[src/scd_pkg.sv]
// constants, register map and carriers for the strap configuration decoder
// assumes one 20 MHz clock and management access by page, address, data
//
// Summary of operation
// RULE_01 - global led swap register bits 1:0 read/write, reset 00, rest zero
// RULE_02 - eight strap pins each give four bits, sixteen settings per pin
// RULE_03 - every decoded strap bit becomes default of one register field; pins 2,1,0 bit 3 and pin 4 bit 1 feed o_phy_addr only
// RULE_04 - board ties pin 7 bit 3 and pin 5 bit 2 low
// RULE_05 - pin 7 bit 2 sets speed downshift enable, register 20E bit 4
// RULE_06 - pin 7 bits 1:0 set advertised speeds in registers 4 and 9
// RULE_07 - pin 6 bit 3 mac autoneg reg 23.13; bit 2 low power reg 28.6
// RULE_08 - pin 6 bit 1 asymmetric pause 4.11; bit 0 symmetric pause 4.10
// RULE_09 - media field 23 bits 10:8 from bit 3 of pins 5,4,3
// RULE_10 - media codes 000 to 011: copper, passthrough, 1000x, 100x fiber
// RULE_11 - codes 101,110,111 auto sense copper with fiber mode; 100 reserved
// RULE_12 - pin 5 bit 1 aux clock 125/156.25 MHz; bit 0 aux clock enable
// RULE_13 - pin 4: signal detect polarity, address reversal, led fiber combine
// RULE_14 - pin n feeds led n combine on bit 2, function on bits 1:0
// RULE_15 - bit 3 of pins 2,1,0 give phy address bits 4,3,2
// RULE_16 - reversal clear: port n gets low address n; set: reversed order
// RULE_17 - strap results are only defaults; fields stay software writable
// RULE_18 - straps latched in reset, loaded at release, later changes ignored
package scd_pkg;

  localparam int NREG = 10;
  localparam int NPIN = 8;
  localparam int NLED = 4;

  // pages of the management space
  localparam logic [1:0] PG_STD = 2'h0;
  localparam logic [1:0] PG_EXT = 2'h1;
  localparam logic [1:0] PG_GLB = 2'h2;

  // register table index
  localparam int I_ADV  = 0;
  localparam int I_GIG  = 1;
  localparam int I_AUXE = 2;
  localparam int I_SIG  = 3;
  localparam int I_DSH  = 4;
  localparam int I_MAC  = 5;
  localparam int I_LPL  = 6;
  localparam int I_LEDF = 7;
  localparam int I_LEDC = 8;
  localparam int I_SWAP = 9;

  localparam logic [1:0] REG_PG [NREG] = '{
    PG_STD, PG_STD, PG_STD, PG_EXT, PG_EXT,
    PG_STD, PG_STD, PG_STD, PG_STD, PG_GLB};
  localparam logic [4:0] REG_ADDR [NREG] = '{
    5'h04, 5'h09, 5'h12, 5'h13, 5'h14,
    5'h17, 5'h1C, 5'h1D, 5'h1E, 5'h19};
  localparam logic [15:0] REG_WMASK [NREG] = '{
    16'hFFFF, 16'hFFFF, 16'hFFFF, 16'hFFFF, 16'hFFFF,
    16'hFFFF, 16'hFFFF, 16'hFFFF, 16'hFFFF, 16'h0003};
  localparam logic [15:0] SWAP_RST = 16'h0000;
  localparam logic [15:0] REG_ZERO = 16'h0000;

  // field positions inside registers
  localparam int B_SPD_LO = 5;
  localparam int B_GIG_LO = 8;
  localparam int B_SYM    = 10;
  localparam int B_ASYM   = 11;
  localparam int B_AUXEN  = 0;
  localparam int B_SIGPOL = 0;
  localparam int B_DSH    = 4;
  localparam int B_AUXSPD = 8;
  localparam int B_MEDIA  = 8;
  localparam int B_MACAN  = 13;
  localparam int B_LPL    = 6;
  localparam int B_LEDFC  = 15;

  // strap pin and bit positions
  localparam int P_SPD = 7;
  localparam int P_MAC = 6;
  localparam int P_AUX = 5;
  localparam int P_MED2 = 5;
  localparam int P_MED1 = 4;
  localparam int P_MED0 = 3;
  localparam int P_MISC = 4;
  localparam int P_AD4 = 2;
  localparam int P_AD3 = 1;
  localparam int P_AD2 = 0;
  localparam int S_HI = 3;
  localparam int S_MID = 2;
  localparam int S_B1 = 1;
  localparam int S_B0 = 0;

  // speed advertisement per strap code: reg 4 bits 8:5, reg 9 bits 9:8
  // code 01 keeps every 10/100 ability and drops only gigabit half duplex
  localparam logic [3:0] ADV_ALL = 4'hF;
  localparam logic [3:0] ADV_NONE = 4'h0;
  localparam logic [1:0] GIG_ALL = 2'h3;
  localparam logic [1:0] GIG_FDX = 2'h2;
  localparam logic [1:0] GIG_NONE = 2'h0;

  typedef enum logic [1:0] {
    ST_HOLD = 2'b01,
    ST_RUN  = 2'b10
  } scd_state_t;

  typedef struct packed {
    logic        wr;
    logic        rd;
    logic [1:0]  page;
    logic [4:0]  addr;
    logic [15:0] wdata;
  } scd_req_t;

  typedef struct packed {
    logic            downshift;
    logic [3:0]      adv_10_100;
    logic [1:0]      adv_1000;
    logic            pause_asym;
    logic            pause_sym;
    logic            mac_autoneg;
    logic            low_power_link_mode;
    logic [2:0]      media;
    logic            aux_clock_output_fast;
    logic            aux_clock_output_en;
    logic            signal_detect_input_low;
    logic            led_fiber_sep;
    logic [3:0]      led_status_only;
    logic [3:0][3:0] led_func;
    logic [1:0]      led_swap;
  } scd_cfg_t;

  typedef struct packed {
    logic copper;
    logic fiber_pass;
    logic fiber_1000x;
    logic fiber_100fx;
    logic auto_sense;
    logic reserved;
  } scd_media_t;

endpackage : scd_pkg

[src/scd_strap_config.sv]
// strap pin decoder and the register fields whose defaults it supplies
// assumes strap pins are static board levels resolved to four bits each
`timescale 1ns/10ps
module scd_strap_config (
  input  wire logic                      i_mclk,
  input  wire logic                      i_srst,
  input  wire logic [7:0][3:0]           i_config_strap_pin,
  input  wire scd_pkg::scd_req_t         i_req,
  output logic      [15:0]               o_rdata,
  output logic                           o_rvalid,
  output logic                           o_hit,
  output scd_pkg::scd_cfg_t              o_cfg,
  output scd_pkg::scd_media_t            o_media,
  output logic      [3:0][4:0]           o_phy_addr
);
  import scd_pkg::*;

  // strap synchroniser, first stage read only by second
  logic [7:0][3:0] strap_s1;
  logic [7:0][3:0] strap_s2;
  logic [7:0][3:0] strap_q;
  logic [7:0][3:0] next_strap_q;

  scd_state_t      state;
  scd_state_t      next_state;
  logic [15:0]     regs      [NREG];
  logic [15:0]     next_regs [NREG];
  logic [15:0]     defs      [NREG];
  logic [15:0]     next_rdata;
  logic            next_rvalid;
  logic            next_hit;
  logic [3:0]      idx;
  logic            hit;
  logic [3:0][4:0] next_phy_addr;
  scd_media_t      next_media;

  always_ff @(posedge i_mclk) begin
    strap_s1 <= i_config_strap_pin; // RULE_02
    strap_s2 <= strap_s1;
  end

  // keep sampling while reset is held; freeze at release
  always_comb begin
    next_strap_q = strap_q;
    if (i_srst) begin
      next_strap_q = strap_s2; // RULE_18
    end
  end

  always_ff @(posedge i_mclk) begin
    strap_q <= next_strap_q;
  end

  // defaults built from the latched straps
  always_comb begin
    for (int r = 0; r < NREG; r++) begin
      defs[r] = REG_ZERO;
    end
    case (strap_q[P_SPD][S_B1:S_B0]) // RULE_06
      2'h0: begin
        defs[I_ADV][B_SPD_LO +: 4] = ADV_ALL;
        defs[I_GIG][B_GIG_LO +: 2] = GIG_ALL;
      end
      2'h1: begin
        defs[I_ADV][B_SPD_LO +: 4] = ADV_ALL;
        defs[I_GIG][B_GIG_LO +: 2] = GIG_FDX;
      end
      2'h2: begin
        defs[I_ADV][B_SPD_LO +: 4] = ADV_NONE;
        defs[I_GIG][B_GIG_LO +: 2] = GIG_FDX;
      end
      2'h3: begin
        defs[I_ADV][B_SPD_LO +: 4] = ADV_ALL;
        defs[I_GIG][B_GIG_LO +: 2] = GIG_NONE;
      end
      default: begin
        defs[I_ADV][B_SPD_LO +: 4] = ADV_ALL;
        defs[I_GIG][B_GIG_LO +: 2] = GIG_ALL;
      end
    endcase
    defs[I_DSH][B_DSH]     = strap_q[P_SPD][S_MID]; // RULE_05
    defs[I_MAC][B_MACAN]   = strap_q[P_MAC][S_HI]; // RULE_07
    defs[I_LPL][B_LPL]     = strap_q[P_MAC][S_MID]; // RULE_07
    defs[I_ADV][B_ASYM]    = strap_q[P_MAC][S_B1]; // RULE_08
    defs[I_ADV][B_SYM]     = strap_q[P_MAC][S_B0]; // RULE_08
    defs[I_MAC][B_MEDIA +: 3] = {strap_q[P_MED2][S_HI],
                                 strap_q[P_MED1][S_HI],
                                 strap_q[P_MED0][S_HI]}; // RULE_09
    defs[I_DSH][B_AUXSPD]  = strap_q[P_AUX][S_B1]; // RULE_12
    defs[I_AUXE][B_AUXEN]  = strap_q[P_AUX][S_B0]; // RULE_12
    defs[I_SIG][B_SIGPOL]  = strap_q[P_MISC][S_MID]; // RULE_13
    defs[I_LEDC][B_LEDFC]  = strap_q[P_MISC][S_B0]; // RULE_13
    for (int n = 0; n < NLED; n++) begin
      defs[I_LEDC][n] = strap_q[n][S_MID]; // RULE_14
      defs[I_LEDF][4*n +: 2] = strap_q[n][S_B1:S_B0]; // RULE_14
    end
    defs[I_SWAP] = SWAP_RST; // RULE_01
  end

  // register address decode against the map table
  always_comb begin
    idx = 4'h0;
    hit = 1'b0;
    for (int r = 0; r < NREG; r++) begin
      if (i_req.page == REG_PG[r] && i_req.addr == REG_ADDR[r]) begin
        idx = 4'(r);
        hit = 1'b1;
      end
    end
  end

  // sequencing: one load edge after release, then software access
  always_comb begin
    next_state = state;
    case (state)
      ST_HOLD: next_state = ST_RUN;
      ST_RUN:  next_state = ST_RUN;
      default: next_state = ST_HOLD;
    endcase
    if (i_srst) begin
      next_state = ST_HOLD;
    end
  end

  always_comb begin
    for (int r = 0; r < NREG; r++) begin
      next_regs[r] = regs[r];
    end
    if (i_srst) begin
      for (int r = 0; r < NREG; r++) begin
        next_regs[r] = REG_ZERO;
      end
    end else if (state == ST_HOLD) begin
      for (int r = 0; r < NREG; r++) begin
        next_regs[r] = defs[r]; // RULE_03
      end
    end else if (i_req.wr && hit) begin
      // reserved bits are masked off so they read back as zero
      next_regs[idx] = i_req.wdata & REG_WMASK[idx]; // RULE_17
    end
  end

  always_ff @(posedge i_mclk) begin
    state <= next_state;
    for (int r = 0; r < NREG; r++) begin
      regs[r] <= next_regs[r];
    end
  end

  // read port: registered data, unmapped address answers zero
  always_comb begin
    next_rdata  = REG_ZERO;
    next_rvalid = 1'b0;
    next_hit    = 1'b0;
    if (!i_srst && state == ST_RUN && i_req.rd) begin
      next_rvalid = 1'b1;
      next_hit    = hit;
      if (hit) begin
        next_rdata = regs[idx];
      end
    end
  end

  always_ff @(posedge i_mclk) begin
    o_rdata  <= next_rdata;
    o_rvalid <= next_rvalid;
    o_hit    <= next_hit;
  end

  // phy addresses from latched straps; never follow the pins later
  always_comb begin
    for (int p = 0; p < NLED; p++) begin
      next_phy_addr[p][4:2] = {strap_q[P_AD4][S_HI],
                               strap_q[P_AD3][S_HI],
                               strap_q[P_AD2][S_HI]}; // RULE_15
      if (strap_q[P_MISC][S_B1]) begin
        next_phy_addr[p][1:0] = 2'(3 - p); // RULE_16
      end else begin
        next_phy_addr[p][1:0] = 2'(p); // RULE_16
      end
    end
    if (i_srst) begin
      next_phy_addr = '0;
    end
  end

  always_ff @(posedge i_mclk) begin
    o_phy_addr <= next_phy_addr;
  end

  // media mode decode of the live register field
  always_comb begin
    next_media = '0;
    case (regs[I_MAC][B_MEDIA +: 3])
      3'h0: next_media.copper = 1'b1; // RULE_10
      3'h1: next_media.fiber_pass = 1'b1; // RULE_10
      3'h2: next_media.fiber_1000x = 1'b1; // RULE_10
      3'h3: next_media.fiber_100fx = 1'b1; // RULE_10
      3'h5: begin
        next_media.auto_sense = 1'b1; // RULE_11
        next_media.copper     = 1'b1;
        next_media.fiber_pass = 1'b1;
      end
      3'h6: begin
        next_media.auto_sense  = 1'b1; // RULE_11
        next_media.copper      = 1'b1;
        next_media.fiber_1000x = 1'b1;
      end
      3'h7: begin
        next_media.auto_sense  = 1'b1; // RULE_11
        next_media.copper      = 1'b1;
        next_media.fiber_100fx = 1'b1;
      end
      default: next_media.reserved = 1'b1; // RULE_11
    endcase
    if (i_srst) begin
      next_media = '0;
    end
  end

  always_ff @(posedge i_mclk) begin
    o_media <= next_media;
  end

  // settings view: slices of flops, so it follows software writes
  always_comb begin
    o_cfg.downshift           = regs[I_DSH][B_DSH];
    o_cfg.adv_10_100          = regs[I_ADV][B_SPD_LO +: 4];
    o_cfg.adv_1000            = regs[I_GIG][B_GIG_LO +: 2];
    o_cfg.pause_asym          = regs[I_ADV][B_ASYM];
    o_cfg.pause_sym           = regs[I_ADV][B_SYM];
    o_cfg.mac_autoneg         = regs[I_MAC][B_MACAN];
    o_cfg.low_power_link_mode = regs[I_LPL][B_LPL];
    o_cfg.media               = regs[I_MAC][B_MEDIA +: 3];
    o_cfg.aux_clock_output_fast   = regs[I_DSH][B_AUXSPD];
    o_cfg.aux_clock_output_en     = regs[I_AUXE][B_AUXEN];
    o_cfg.signal_detect_input_low = regs[I_SIG][B_SIGPOL];
    o_cfg.led_fiber_sep       = regs[I_LEDC][B_LEDFC];
    o_cfg.led_status_only     = regs[I_LEDC][NLED-1:0];
    for (int n = 0; n < NLED; n++) begin
      o_cfg.led_func[n] = regs[I_LEDF][4*n +: 4];
    end
    o_cfg.led_swap            = regs[I_SWAP][1:0]; // RULE_01
  end

endmodule : scd_strap_config

[config.mk]
export PLATFORM = sky130hd
export DESIGN_NAME = scd_strap_config
export DESIGN_NICKNAME = d
export VERILOG_FILES = /design/src/scd_pkg.sv /design/src/scd_strap_config.sv
export SDC_FILE = /design/constraint.sdc
export NUM_CORES = 1
export LEC_CHECK = 0
export ABC_AREA = 0
export BUFFER_PORTS_ARGS = -buffer_cell sky130_fd_sc_hd__buf_2
export CORE_UTILIZATION = 55
export DETAILED_ROUTE_END_ITERATION = 16
export GPL_TIMING_DRIVEN = 0
export HOLD_SLACK_MARGIN = 0.12
export PLACE_DENSITY = 0.77
export SETUP_SLACK_MARGIN = 0.1
export SLEW_MARGIN = 15
export SYNTH_ARGS = -nofsm -noshare
export SYNTH_HDL_FRONTEND = slang
export SYNTH_SLANG_ARGS = --single-unit
[constraint.sdc]
create_clock -name i_mclk -period 4.28 [get_ports i_mclk]
set_input_delay 0.428 -clock i_mclk [delete_from_list [all_inputs] [get_ports i_mclk]]
set_output_delay 0.428 -clock i_mclk [all_outputs]
set_load 0.03 [all_outputs]
Word-level counts from Yosys, hierarchy flattened
Memory sizes are Yosys's and may differ from the RTL's. A register that Yosys moved wholly into a read port is not among the register bits.
Index checks and enable logic that the tools add are counted.
{"block": "totals", "output_inout_bits": 84, "mem_bits_ro": 256, "input_bits": 59, "mem_bits_rw": 160, "wordCells": 136, "latch_bits": 0, "n_memories": 2, "reg_bits": 123}
{"name": "(no name shown)", "words": 16, "word_bits": 16, "read_ports": 1, "rd_ports_with_merged_regs": 0, "write_ports": 0, "line_no": "scd_strap_config.sv:139", "source": "next_regs[idx] = i_req.wdata & REG_WMASK[idx];"}
{"name": "regs", "words": 10, "word_bits": 16, "read_ports": 11, "rd_ports_with_merged_regs": 1, "write_ports": 10, "line_no": "scd_strap_config.sv:26", "source": "logic [15:0] regs [NREG];"}
{"block": "classes", "n_div": 0, "addsub": 0, "n_reduce_logical": 29, "n_eq_ne": 23, "n_shift": 0, "order_cmp": 2, "multipliers": 0, "muxes": 41, "n_bitwise": 2}
{"cell": "2-to-1 mux 160 bit", "count": 3}
{"cell": "bitwise mux 160 bit", "count": 1}
{"cell": "demux 16 bit (select 4 bit)", "count": 1}
{"cell": "2-to-1 mux 16 bit", "count": 3}
{"cell": "== test 5 bit (second input constant)", "count": 8}
{"cell": "2-to-1 mux 4 bit", "count": 8}
{"cell": "2-to-1 mux 1 bit", "count": 18}
{"cell": "bitwise AND 16 bit", "count": 1}
{"cell": "logical AND 1 bit", "count": 14}
{"cell": "2-to-1 mux 2 bit", "count": 5}
{"cell": "OR reduction 2 bit", "count": 5}
{"cell": "== test 3 bit (second input constant)", "count": 3}
{"cell": "== test 2 bit (second input constant)", "count": 4}
{"cell": "case mux 4 bit (2 select lines)", "count": 1}
{"cell": "OR reduction 7 bit", "count": 1}
{"cell": "== test 2 x 1 -> 1 bit (second input constant)", "count": 3}
{"cell": "== test 3 x 2 -> 1 bit (second input constant)", "count": 2}
{"cell": "case mux 2 bit (3 select lines)", "count": 1}
{"cell": "OR reduction 3 bit", "count": 2}
{"cell": "== test 5 x 3 -> 1 bit (second input constant)", "count": 1}
{"cell": "== test 5 x 4 -> 1 bit (second input constant)", "count": 1}
{"cell": ">= comparator 5 bit (second input constant)", "count": 1}
{"cell": "< comparator 5 x 1 -> 1 bit (second input constant)", "count": 1}
{"cell": "inverter 4 -> 5 bit", "count": 1}
{"cell": "other kinds (6)", "count": 8}

Longest topological paths before layout
Gate-level depths: netlist (run 1).
{"block": "depth", "ltp_word": 20, "ltp_mapped": 10, "mapped_depth_nobuf": 6}

Worst setup path after synthesis (run 1)
Ideal clock, no wire load.
{"block": "synth_path", "path_type": "input to register", "start": "input i_req[18] (netlist name)", "end": "register o_rdata[11] (read register of regs)", "setup_slack_ps": 1802, "path_buffers": 3, "t_arrival_ps": 2347, "setup_ps": 131, "required_time_ps": 4149, "cell_stages": 9, "path_cell_list": "buf_2 > and3b_1 > buf_4 > a32o_2 > nor2_2 > buf_2 > mux2_2 > a222oi_1 > a31oi_1"}
{"block": "synth_via", "elab_chain_cells": 14, "word_cells_on_any_way": 41, "cone_classes": "eq/ne: 10; mux: 19; reduce/logical: 12"}
{"element": "start: declaration", "line_no": "scd_strap_config.sv:8", "source": "input wire scd_pkg::scd_req_t i_req,"}
{"element": "== test 5 x 3 -> 1 bit", "line_no": "scd_strap_config.sv:105", "source": "if (i_req.page == REG_PG[r] && i_req.addr == REG_ADDR[r]) begin"}
{"element": "logical AND 1 bit", "line_no": "scd_strap_config.sv:105"}
{"element": "2-to-1 mux 1 bit (10 in series)", "line_no": "scd_strap_config.sv:105"}
{"element": "AND reduction 2 bit (no source line)"}
{"element": "zero test 1 bit (no source line)"}
{"element": "end: declaration", "line_no": "scd_strap_config.sv:9", "source": "output logic [15:0] o_rdata,"}
Several ways; a longest one is shown, not always the timed one.
A chain may end at the register's enable or synchronous reset.

Final worst setup path (run 1)
Ends and elaborated chain as after synthesis.

==> impl_metrics.env, run 1 <==
export IMPL_area_delta_synth_final_pct=21.0
export IMPL_netlist_area_um2=10900
export IMPL_syn_avg_cell_area_um2=10.1
export IMPL_critPathCaptureType="register"
export IMPL_grt_pass1_wl_um=51700
export IMPL_ctsHtreeMaxLevel=1
export IMPL_power_density_nw_per_um2=538
export IMPL_firstDrtPassIters=5
export IMPL_fin_total_pwr_mw=7.12
export IMPL_min_period_over_period_pct=64.0
export IMPL_reg2regPathDepth=6
export IMPL_globalplace_congestion=0.996
export IMPL_rsz0062_at_grt="no"
export IMPL_route_detailed_wl_per_inst_um=22.7
export IMPL_crit_chain="buf_2, buf_2, and3b_1, buf_4, a32o_2, nor2_2, buf_2, mux2_2, a222oi_1, a31oi_1"
export IMPL_drive_gt1_share_pct=22.4
export IMPL_dr_first_iter_drc_count=1205
export IMPL_setup_tns_ns=0
export IMPL_slew_headroom_pct=37.9
export IMPL_core_um2=19500
export IMPL_synthArstFlopShare_pct=0
export IMPL_cts_tree="built"
export IMPL_grt_pass1_vias=8669
export IMPL_crit_path_start_kind="primary input"
export IMPL_synthesis_nets=1146
export IMPL_die_area_um2=20500
export IMPL_cts_resized=0
export IMPL_r2r_end="regs[8][4]$_SDFFE_PP0P_"
export IMPL_max_stage_delay_ns=0.48
export IMPL_synthCells=1085
export IMPL_die_h_um=143
export IMPL_worstSetupPathType="primary input to register"
export IMPL_drv_slew=0
export IMPL_maxCapViolCount=0
export IMPL_slowest_stage="a222oi_1"
export IMPL_cp_common_cell="buf_2"
export IMPL_grt_start_max_net_pins=32
export IMPL_io_buffers=138
export IMPL_drtAntennaViolNets=0
export IMPL_clk_insertion_delay_late_ns=0.54
export IMPL_seq_area_frac_synth_pct=54.1
export IMPL_yosys_area_top_type_share_pct=45.9
export IMPL_drcViolationCount=0
export IMPL_diodes=0
export IMPL_fin_nets=1344
export IMPL_vias=9356
export IMPL_critPathRequiredTime_ns=4.66
export IMPL_ys_flop_type="dfxtp_1"
export IMPL_synthTopCellsByArea="dfxtp_1 (46%), edfxtp_1 (8.2%), mux2i_1 (6.5%)"
export IMPL_r2r_start="state[1]$_SDFF_PP0_"
export IMPL_cts_made_buffers=28
export IMPL_synth_enable_flop_cells=30
export IMPL_dp_hpwl_um=24900
export IMPL_ys_types=71
export IMPL_fin_crit_ns=2.74
export IMPL_rrSetupSlack_ns=1.91
export IMPL_ir_drop_mv=0.361
export IMPL_yosys_warnings=0
export IMPL_drt_wl_total_um=35600
export IMPL_status="complete, no violations"
export IMPL_start_util_pct=56.2
export IMPL_yosysTopAreaCell="dfxtp_1"
export IMPL_cp_startpoint="i_req[18]"
export IMPL_crit_path_end="o_rdata[11]$_SDFF_PN0_"
export IMPL_std_cell_rows=51
export IMPL_timing_fmax_ghz=0.365
export IMPL_clockRootBuffer="clkbuf_16"
export IMPL_clk_pin_slew_worst_paths_ns=0.07
export IMPL_overflow=0
export IMPL_io_pins=143
export IMPL_finClkSkew_ns=0.0188
export IMPL_setup_violations=0
export IMPL_cts_sinks=281
export IMPL_arrival_ns=3.12
export IMPL_crit_fanout=10
export IMPL_hp_class="primary input to register"
export IMPL_worst_slew_pin_slew_ns=0.931
export IMPL_ys_seq_elements=281
export IMPL_grt_use_total_pct=34.7
export IMPL_antenna_found_initial=0
export IMPL_die_w_um=143
export IMPL_viasPerCell=5.96
export IMPL_p_leak_nw=5.38
export IMPL_clockBufferDepth=3
export IMPL_hold_viol_final=0
export IMPL_holdWs_ns=0.213
[report_power, final]
part | total [mW] | switching [mW] | internal, mW | leakage (nW)
Sequential | 3.03 | 0.181 | 2.85 | 2.35
Clock | 2.57 | 1.06 | 1.52 | 0.477
Combinational | 1.53 | 1.06 | 0.467 | 2.56
Total | 7.12 | 2.30 | 4.83 | 5.38
[registers in the layout, indices dropped and copies added (netlist names)]
register and count:
regs 160, strap_s1 30, strap_s2 30, defs 24, o_rdata 16, o_media 6, strap_q 6, o_phy_addr 5
state 2, o_hit 1, o_rvalid 1
[worst max-delay path: cells and delay by family]
kind,cells,cell delay [ns]
muxes,1,0.42
buffers and inverters,4,0.83
and+or+nand+nor,2,0.41
AOI/OAI and AO/OA,3,1.02
[worst min path at each step]
stage	start	end	cells past startpoint
2_1_floorplan	strap_s1[0]$_DFF_P_	strap_s2[0]$_DFF_P_	0
3_3_place_gp	strap_s1[30]$_DFF_P_	strap_s2[30]$_DFF_P_	0
3_5_place_dp	strap_s1[0]$_DFF_P_	strap_s2[0]$_DFF_P_	0
4_1_cts	i_req[6]	regs[0][6]$_SDFFE_PP0P_	3
5_1_grt	i_req[12]	regs[0][12]$_SDFFE_PP0P_	3
6_report	i_req[7]	regs[0][7]$_SDFFE_PP0P_	3
[cell usage after synthesis (all sizes together) (13+ instances only)]
library cell / n
buf: 73
a211oi: 37
a21oi: 60
nor2: 118
nand3: 36
a32o: 14
dfxtp: 251
a31oi: 24
edfxtp: 30
o21ai: 56
nand2: 80
clkbuf: 51
mux2i: 71
and3: 13
and2: 31
[cells by family (layout without fill, tap and decap cells)]
| family | after synthesis | after routing | synth area share [%] |
|---|---|---|---|
| and+or+nand+nor | 339 | 339 | 15.7 |
| DFF | 281 | 281 | 54.1 |
| AOI/OAI and AO/OA | 250 | 250 | 15.7 |
| buffers and inverters | 132 | 352 | 6.70 |
| muxes | 78 | 78 | 7.21 |
| xor gates and xnor gates | 3 | 3 | 0.309 |
| adders and majority gates | 2 | 2 | 0.229 |
[routing by layer]
metal,up-vias,global-route usage (%),part of all wire (%)
met5,-,0,0
met4,0,19.5,5.8
met3,125,5.40,9.8
met2,628,54.8,45
met1,4371,45.3,39
li1,4232,-,-
[metrics by stage]
step	std cells	area, um2	setup slack (ns)	util, %
final	1570	13200	1.54	68.0
after global routing	1570	13200	1.45	68.0
after CTS	1570	13200	1.62	68.0
after detailed placement	1488	12000	1.08	61.5
after global placement	1488	12000	1.10	61.5
after floorplan	1085	10900	1.80	-
[repair_timing]
action	4_1_cts	5_1_grt
hold buffers	30	0
setup buffers	0	0
hold endpoints to repair	30	0
[cells in the final DEF (no fill, tap or decap), types with 31 or more instances in the layout]
master | synthesis | final
buf_2 | 17 | 155
o21ai_0 | 54 | 54
clkbuf_1 | 49 | 50
dfxtp_1 | 251 | 251
nand2_1 | 78 | 78
a21oi_1 | 60 | 60
nor2_1 | 117 | 117
a211oi_1 | 36 | 36
and2_1 | 31 | 31
buf_4 | 49 | 49
mux2i_1 | 71 | 71
nand3_1 | 32 | 32
[layout make-up]
| class | count | area [um2] |
|---|---|---|
| plain buffers | 124 | 703 |
| clock buffers | 32 | 757 |
| clock inverters | 20 | 216 |
| fillers | 1522 | 6220 |
| inverters | 8 | 30.0 |
| multi-input cells | 672 | 4290 |
| flip-flops and latches | 281 | 5930 |
| well taps | 265 | 332 |
| repair buffers | 168 | 991 |
No activity file was read; power rests on OpenSTA's default activity.
==> inputs of run 2 (changes only) <==
Clock period 4.28 ns to 2.86 ns, I/O delays scaled along.
==> run 2 against run 1 <==
Net effect:
- wire length grew 0.86%
- clock-buffer cell count unchanged
- worst setup slack worse by 1.3 ns
- die area did not move
- clock skew shrank 0.0087 ns
- sequential share of layout area shrank 0.27 points
- final cell count rose by 0.51%
- sequential power increased by 50%
- critical path type unchanged
- critical endpoint unchanged
- largest power group unchanged
- highest routed layer unchanged
==> impl_metrics.env, run 2 (synthesis gave the netlist of run 1 again) <==
export IMPL_status="complete, no violations"
export IMPL_finClkSkew_ns=0.0101
export IMPL_diodes=0
export IMPL_design_area_um2=13300
export IMPL_setup_violations=0
export IMPL_largest_register="regs"
export IMPL_clockRootBuffer="clkbuf_16"
export IMPL_critPathRequiredTime_ns=3.24
export IMPL_cts_sinks=281
export IMPL_overflow=0
export IMPL_power_density_nw_per_um2=801
export IMPL_max_stage_delay_ns=0.48
export IMPL_fin_nets=1352
export IMPL_worstSetupPathType="primary input to register"
export IMPL_cts_made_buffers=28
export IMPL_route_detailed_wl_per_inst_um=22.7
export IMPL_viasPerCell=6.01
export IMPL_setup_tns_ns=0
export IMPL_dr_first_iter_drc_count=1178
export IMPL_largest_register_ffs=160
export IMPL_die_area_um2=20500
export IMPL_firstDrtPassIters=8
export IMPL_multi_input_area_um2=4290
export IMPL_slowest_stage="a222oi_1"
export IMPL_crit_fanout=10
export IMPL_drcViolationCount=0
export IMPL_rsz0062_at_grt="no"
export IMPL_clk_pin_slew_worst_paths_ns=0.06
export IMPL_pre_cts_ws_ns=-0.197
export IMPL_postLayoutCoreUtil_pct=68.4
export IMPL_largestRegisters="regs (160), strap_s1 (30), strap_s2 (30)"
export IMPL_stdcell_count=1578
export IMPL_drtAntennaViolNets=0
export IMPL_placed_cell_area_um2=12000
export IMPL_cp_top_family="compound AO/OA/AOI/OAI gates"
export IMPL_hold_viol_final=0
export IMPL_cp_buffers_inverters=4
export IMPL_hp_class="primary input to register"
export IMPL_area_delta_synth_final_pct=21.7
export IMPL_grt_use_total_pct=35.0
export IMPL_slew_headroom_pct=36.4
export IMPL_p_leak_nw=5.41
export IMPL_fin_total_pwr_mw=10.7
export IMPL_clk_insertion_delay_late_ns=0.53
export IMPL_dp_hpwl_um=24900
export IMPL_critPathCaptureType="register"
export IMPL_seq_area_um2=5930
export IMPL_worst_slew_pin_slew_ns=0.955
export IMPL_cts_resized=0
export IMPL_die_w_um=143
export IMPL_grt_start_max_net_pins=32
export IMPL_globalplace_congestion=0.996
export IMPL_crit_path_start_kind="primary input"
export IMPL_io_pins=143
export IMPL_holdWs_ns=0.146
export IMPL_min_period_over_period_pct=90.9
export IMPL_mostFrequentLayoutCell="dfxtp_1"
export IMPL_ir_drop_mv=0.581
export IMPL_vias=9484
export IMPL_die_h_um=143
export IMPL_fin_ws_ns=0.261
export IMPL_dp_cells=1488
export IMPL_crit_chain="buf_2, buf_2, and3b_1, buf_4, a32o_2, nor2_2, buf_2, mux2_2, a222oi_1, a31oi_1"
export IMPL_maxCapViolCount=0
export IMPL_cts_tree="built"
export IMPL_post_cts_buffers=0
export IMPL_mostFrequentLayoutCells="dfxtp_1 (251), buf_2 (155), nor2_1 (117)"
export IMPL_cp_common_cell="buf_2"
export IMPL_ctsHtreeMaxLevel=1
export IMPL_grt_pass1_vias=8729
export IMPL_start_util_pct=56.2
export IMPL_fillers=1518
export IMPL_core_um2=19500
export IMPL_std_cell_rows=51
export IMPL_grt_pass1_wl_um=52100
export IMPL_drt_wl_total_um=35900
export IMPL_drv_slew=0
export IMPL_io_buffers=138
export IMPL_timing_fmax_ghz=0.385
export IMPL_drive_gt1_share_pct=22.2
export IMPL_clockBufferDepth=3
export IMPL_fin_crit_ns=2.60
export IMPL_arrival_ns=2.98
export IMPL_antenna_found_initial=0
[run 2: changes by cell type in the layout (fill, tap and decap cells not counted), sizes merged]
cell         previous run  this run
dlygate4sd3            30        38
[run 2: timing repair]
action,in CTS,in global routing
hold endpoints to repair,44,0
endpoints found under the setup margin,0,0
hold buffers,38,0
[run 2: report_power, final]
part	internal (mW)	total [mW]	switching [mW]	leakage (nW)
clock network	2.27	3.85	1.58	0.477
registers	4.26	4.53	0.276	2.35
logic	0.706	2.29	1.59	2.59
total	7.23	10.7	3.44	5.41
[run 2: routing by layer]
metal	vias up	track usage (%)	routed length [um]
met5	-	0	0
met4	0	19.1	1950
met3	124	5.43	3720
met2	662	55.6	16400
met1	4450	45.7	13900
li1	4248	-	-
[run 2: worst paths after layout]
| kind | start | end | slack (ns) | depth (start not counted) |
|---|---|---|---|---|
| worst max-delay path | i_req[18] | o_rdata[11]$_SDFF_PN0_ | 0.26 | 10 |
| worst max register to register | state[1]$_SDFF_PP0_ | regs[8][4]$_SDFFE_PP0P_ | 0.47 | 6 |
| worst min-delay path | i_req[2] | regs[0][2]$_SDFFE_PP0P_ | 0.15 | 3 |
| worst min register to register | strap_s1[5]$_DFF_P_ | strap_s2[5]$_DFF_P_ | 0.33 | 0 |
[run 2: area by class of cell]
class,count,area share [%]
Buffer,124,5.28
Timing Repair Buffer,176,8.04
Sequential cell,281,44.5
Tap cell,265,2.49
Multi-Input combinational cell,672,32.2
Clock buffer,32,5.68
Clock inverter,20,1.63
Inverter,8,0.225
[run 2: worst reg2reg max path, delay by kind of cell (launching register included)]
family	cells	cell delay (ns)
fa+ha+maj	1	0.26
flops	1	0.33
buf+inv	2	0.62
simple gates	2	0.80
compound gates	1	0.29
==> inputs of run 3 (changes only) <==
Settings changed: CELL_PAD_IN_SITES_DETAIL_PLACEMENT set to 0, CELL_PAD_IN_SITES_GLOBAL_PLACEMENT set to 1, CORE_UTILIZATION 55 to 45, PLACE_DENSITY 0.77 to not set, PLACE_DENSITY_LB_ADDON set to 0.1.
==> run 3 against run 2 <==
Net effect:
- clock-buffer cell count grew 7
- wire length grew 3.6%
- core utilization shrank 12 points
- hold slack gained 0.0085 ns
- worst setup slack gained 0.063 ns
- global-route usage shrank 5.1 points
- register-to-register slack gained 0.05 ns
- via count shrank 2.8%
- fmax grew 2.5%
- cell area grew 0.94%
- total power grew 1.4%
- sequential power is essentially flat
- largest power group unchanged
==> impl_metrics.env, run 3 (synthesis gave the netlist of run 1 again) <==
export IMPL_status="complete, no violations"
export IMPL_drive_gt1_share_pct=22.0
export IMPL_cts_resized=0
export IMPL_setup_tns_ns=0
export IMPL_max_stage_delay_ns=0.59
export IMPL_critPathRequiredTime_ns=3.28
export IMPL_fin_nets=1355
export IMPL_crit_fanout=10
export IMPL_overflow=0
export IMPL_route_detailed_wl_per_inst_um=22.7
export IMPL_grt_pass1_vias=8589
export IMPL_arrival_ns=2.95
export IMPL_timing_fmax_ghz=0.394
export IMPL_cp_common_cell="buf_2"
export IMPL_post_cts_buffers=0
export IMPL_grt_use_total_pct=29.9
export IMPL_drtAntennaViolNets=0
export IMPL_r2r_start="state[1]$_SDFF_PP0_"
export IMPL_grt_pass1_wl_um=54200
export IMPL_antenna_found_initial=0
export IMPL_min_period_over_period_pct=88.7
export IMPL_slew_headroom_pct=34.6
export IMPL_clockBufferDepth=3
export IMPL_cts_made_buffers=29
export IMPL_setup_violations=0
export IMPL_cp_buffers_inverters=3
export IMPL_mostFrequentLayoutCells="dfxtp_1 (251), buf_2 (155), nor2_1 (117)"
export IMPL_finClkSkew_ns=0.00786
export IMPL_largestRegisters="regs (160), strap_s1 (30), strap_s2 (30)"
export IMPL_slowest_stage="o2111ai_2"
export IMPL_ir_drop_mv=0.524
export IMPL_io_buffers=138
export IMPL_p_leak_nw=5.44
export IMPL_largest_register_ffs=160
export IMPL_fillers=2182
export IMPL_dr_first_iter_drc_count=836
export IMPL_mostFrequentLayoutCell="dfxtp_1"
export IMPL_critPathCaptureType="register"
export IMPL_start_util_pct=46.2
export IMPL_fin_crit_ns=2.54
export IMPL_clockRootBuffer="clkbuf_16"
export IMPL_cp_startpoint="i_req[16]"
export IMPL_crit_path_start_kind="primary input"
export IMPL_ctsHtreeMaxLevel=1
export IMPL_globalplace_congestion=0.939
export IMPL_rsz0062_at_grt="no"
export IMPL_grt_busiest_layer="met2"
export IMPL_met3_usage_pct=4.65
export IMPL_clk_insertion_delay_late_ns=0.56
export IMPL_worst_slew_pin_slew_ns=0.981
export IMPL_fin_total_pwr_mw=10.8
export IMPL_clk_pin_slew_worst_paths_ns=0.07
export IMPL_die_w_um=158
export IMPL_met2_usage_pct=46.8
export IMPL_viasPerCell=5.64
export IMPL_drv_slew=0
export IMPL_grt_start_max_net_pins=32
export IMPL_cts_sinks=281
export IMPL_largest_register="regs"
export IMPL_hp_class="primary input to register"
export IMPL_std_cell_rows=56
export IMPL_crit_chain="buf_2, buf_2, xnor2_2, nand3_4, nand2_1, o2111ai_2, buf_4, mux2i_1, nor2_1"
export IMPL_maxCapViolCount=0
export IMPL_firstDrtPassIters=6
export IMPL_power_density_nw_per_um2=805
export IMPL_hold_viol_final=0
export IMPL_die_area_um2=24900
export IMPL_io_pins=143
export IMPL_cts_hold_buffers=40
export IMPL_cts_tree="built"
export IMPL_worstSetupPathType="primary input to register"
export IMPL_die_h_um=158
export IMPL_dp_hpwl_um=26400
export IMPL_drt_wl_total_um=37200
export IMPL_diodes=0
export IMPL_core_um2=23700
export IMPL_min_from="i_req[13]"
export IMPL_area_delta_synth_final_pct=22.9
export IMPL_vias=9214
export IMPL_cp_top_family="buffers and inverters"
export IMPL_drcViolationCount=0
export IMPL_use_met1_pct=40.8
## run 3: changes by cell type in the layout (fill, tap and decap cells not counted)
cell           delta
clkbuf_1          +3
clkbuf_8          +4
clkinv_2          -3
clkinv_4          -2
clkinvlp_4        -1
dlygate4sd3_1     +2
inv_16            +1
inv_6             -1
## run 3: power breakdown
| part | switching, mW | total (mW) | internal (mW) |
|---|---|---|---|
| sequential | 0.268 | 4.53 | 4.26 |
| clock | 1.60 | 3.98 | 2.38 |
| combinational | 1.62 | 2.33 | 0.707 |
## run 3: tightest hold or removal path, stage by stage
cell and delay, ns:
buf_2 0.14, nand2_1 0.15, a21oi_1 0.08
## run 3: final cells by class
cell class / count / area (um2) / share of cell area (%)
clock inverter: 14 / 188 / 1.40
tap: 319 / 399 / 2.97
inverter: 8 / 30.0 / 0.223
buffer: 124 / 703 / 5.23
timing repair buffer: 178 / 1090 / 8.11
sequential: 281 / 5930 / 44.1
multi-input combinational: 672 / 4290 / 31.9
clock buffer: 39 / 823 / 6.12
## run 3: metal layers
layer,vias up,wire [um]
met3,93,3150
met1,4405,15800
met4,0,1770
met5,-,0
met2,462,16400
li1,4254,-
## run 3: through the flow
stage	hold WS, ns	cells	area (um2)	setup WS [ns]	util [%]
6_report	0.155	1635	13400	0.324	56.8
5_1_grt	0.139	1635	13400	0.253	56.8
4_1_cts	0.133	1635	13400	0.336	56.8
3_5_place_dp	0.312	1542	12000	-0.242	50.8
3_3_place_gp	0.310	1542	12000	-0.247	50.8
2_1_floorplan	0.310	1085	10900	0.524	-
## run 3: worst paths after layout
kind                              end  slack [ns]  cells after the start
max          regs[3][10]$_SDFFE_PP0P_        0.32                      9
min          regs[0][13]$_SDFFE_PP0P_        0.15                      3
min reg2reg       strap_s2[2]$_DFF_P_        0.32                      0
max reg2reg  regs[8][10]$_SDFFE_PP0P_        0.52                      7
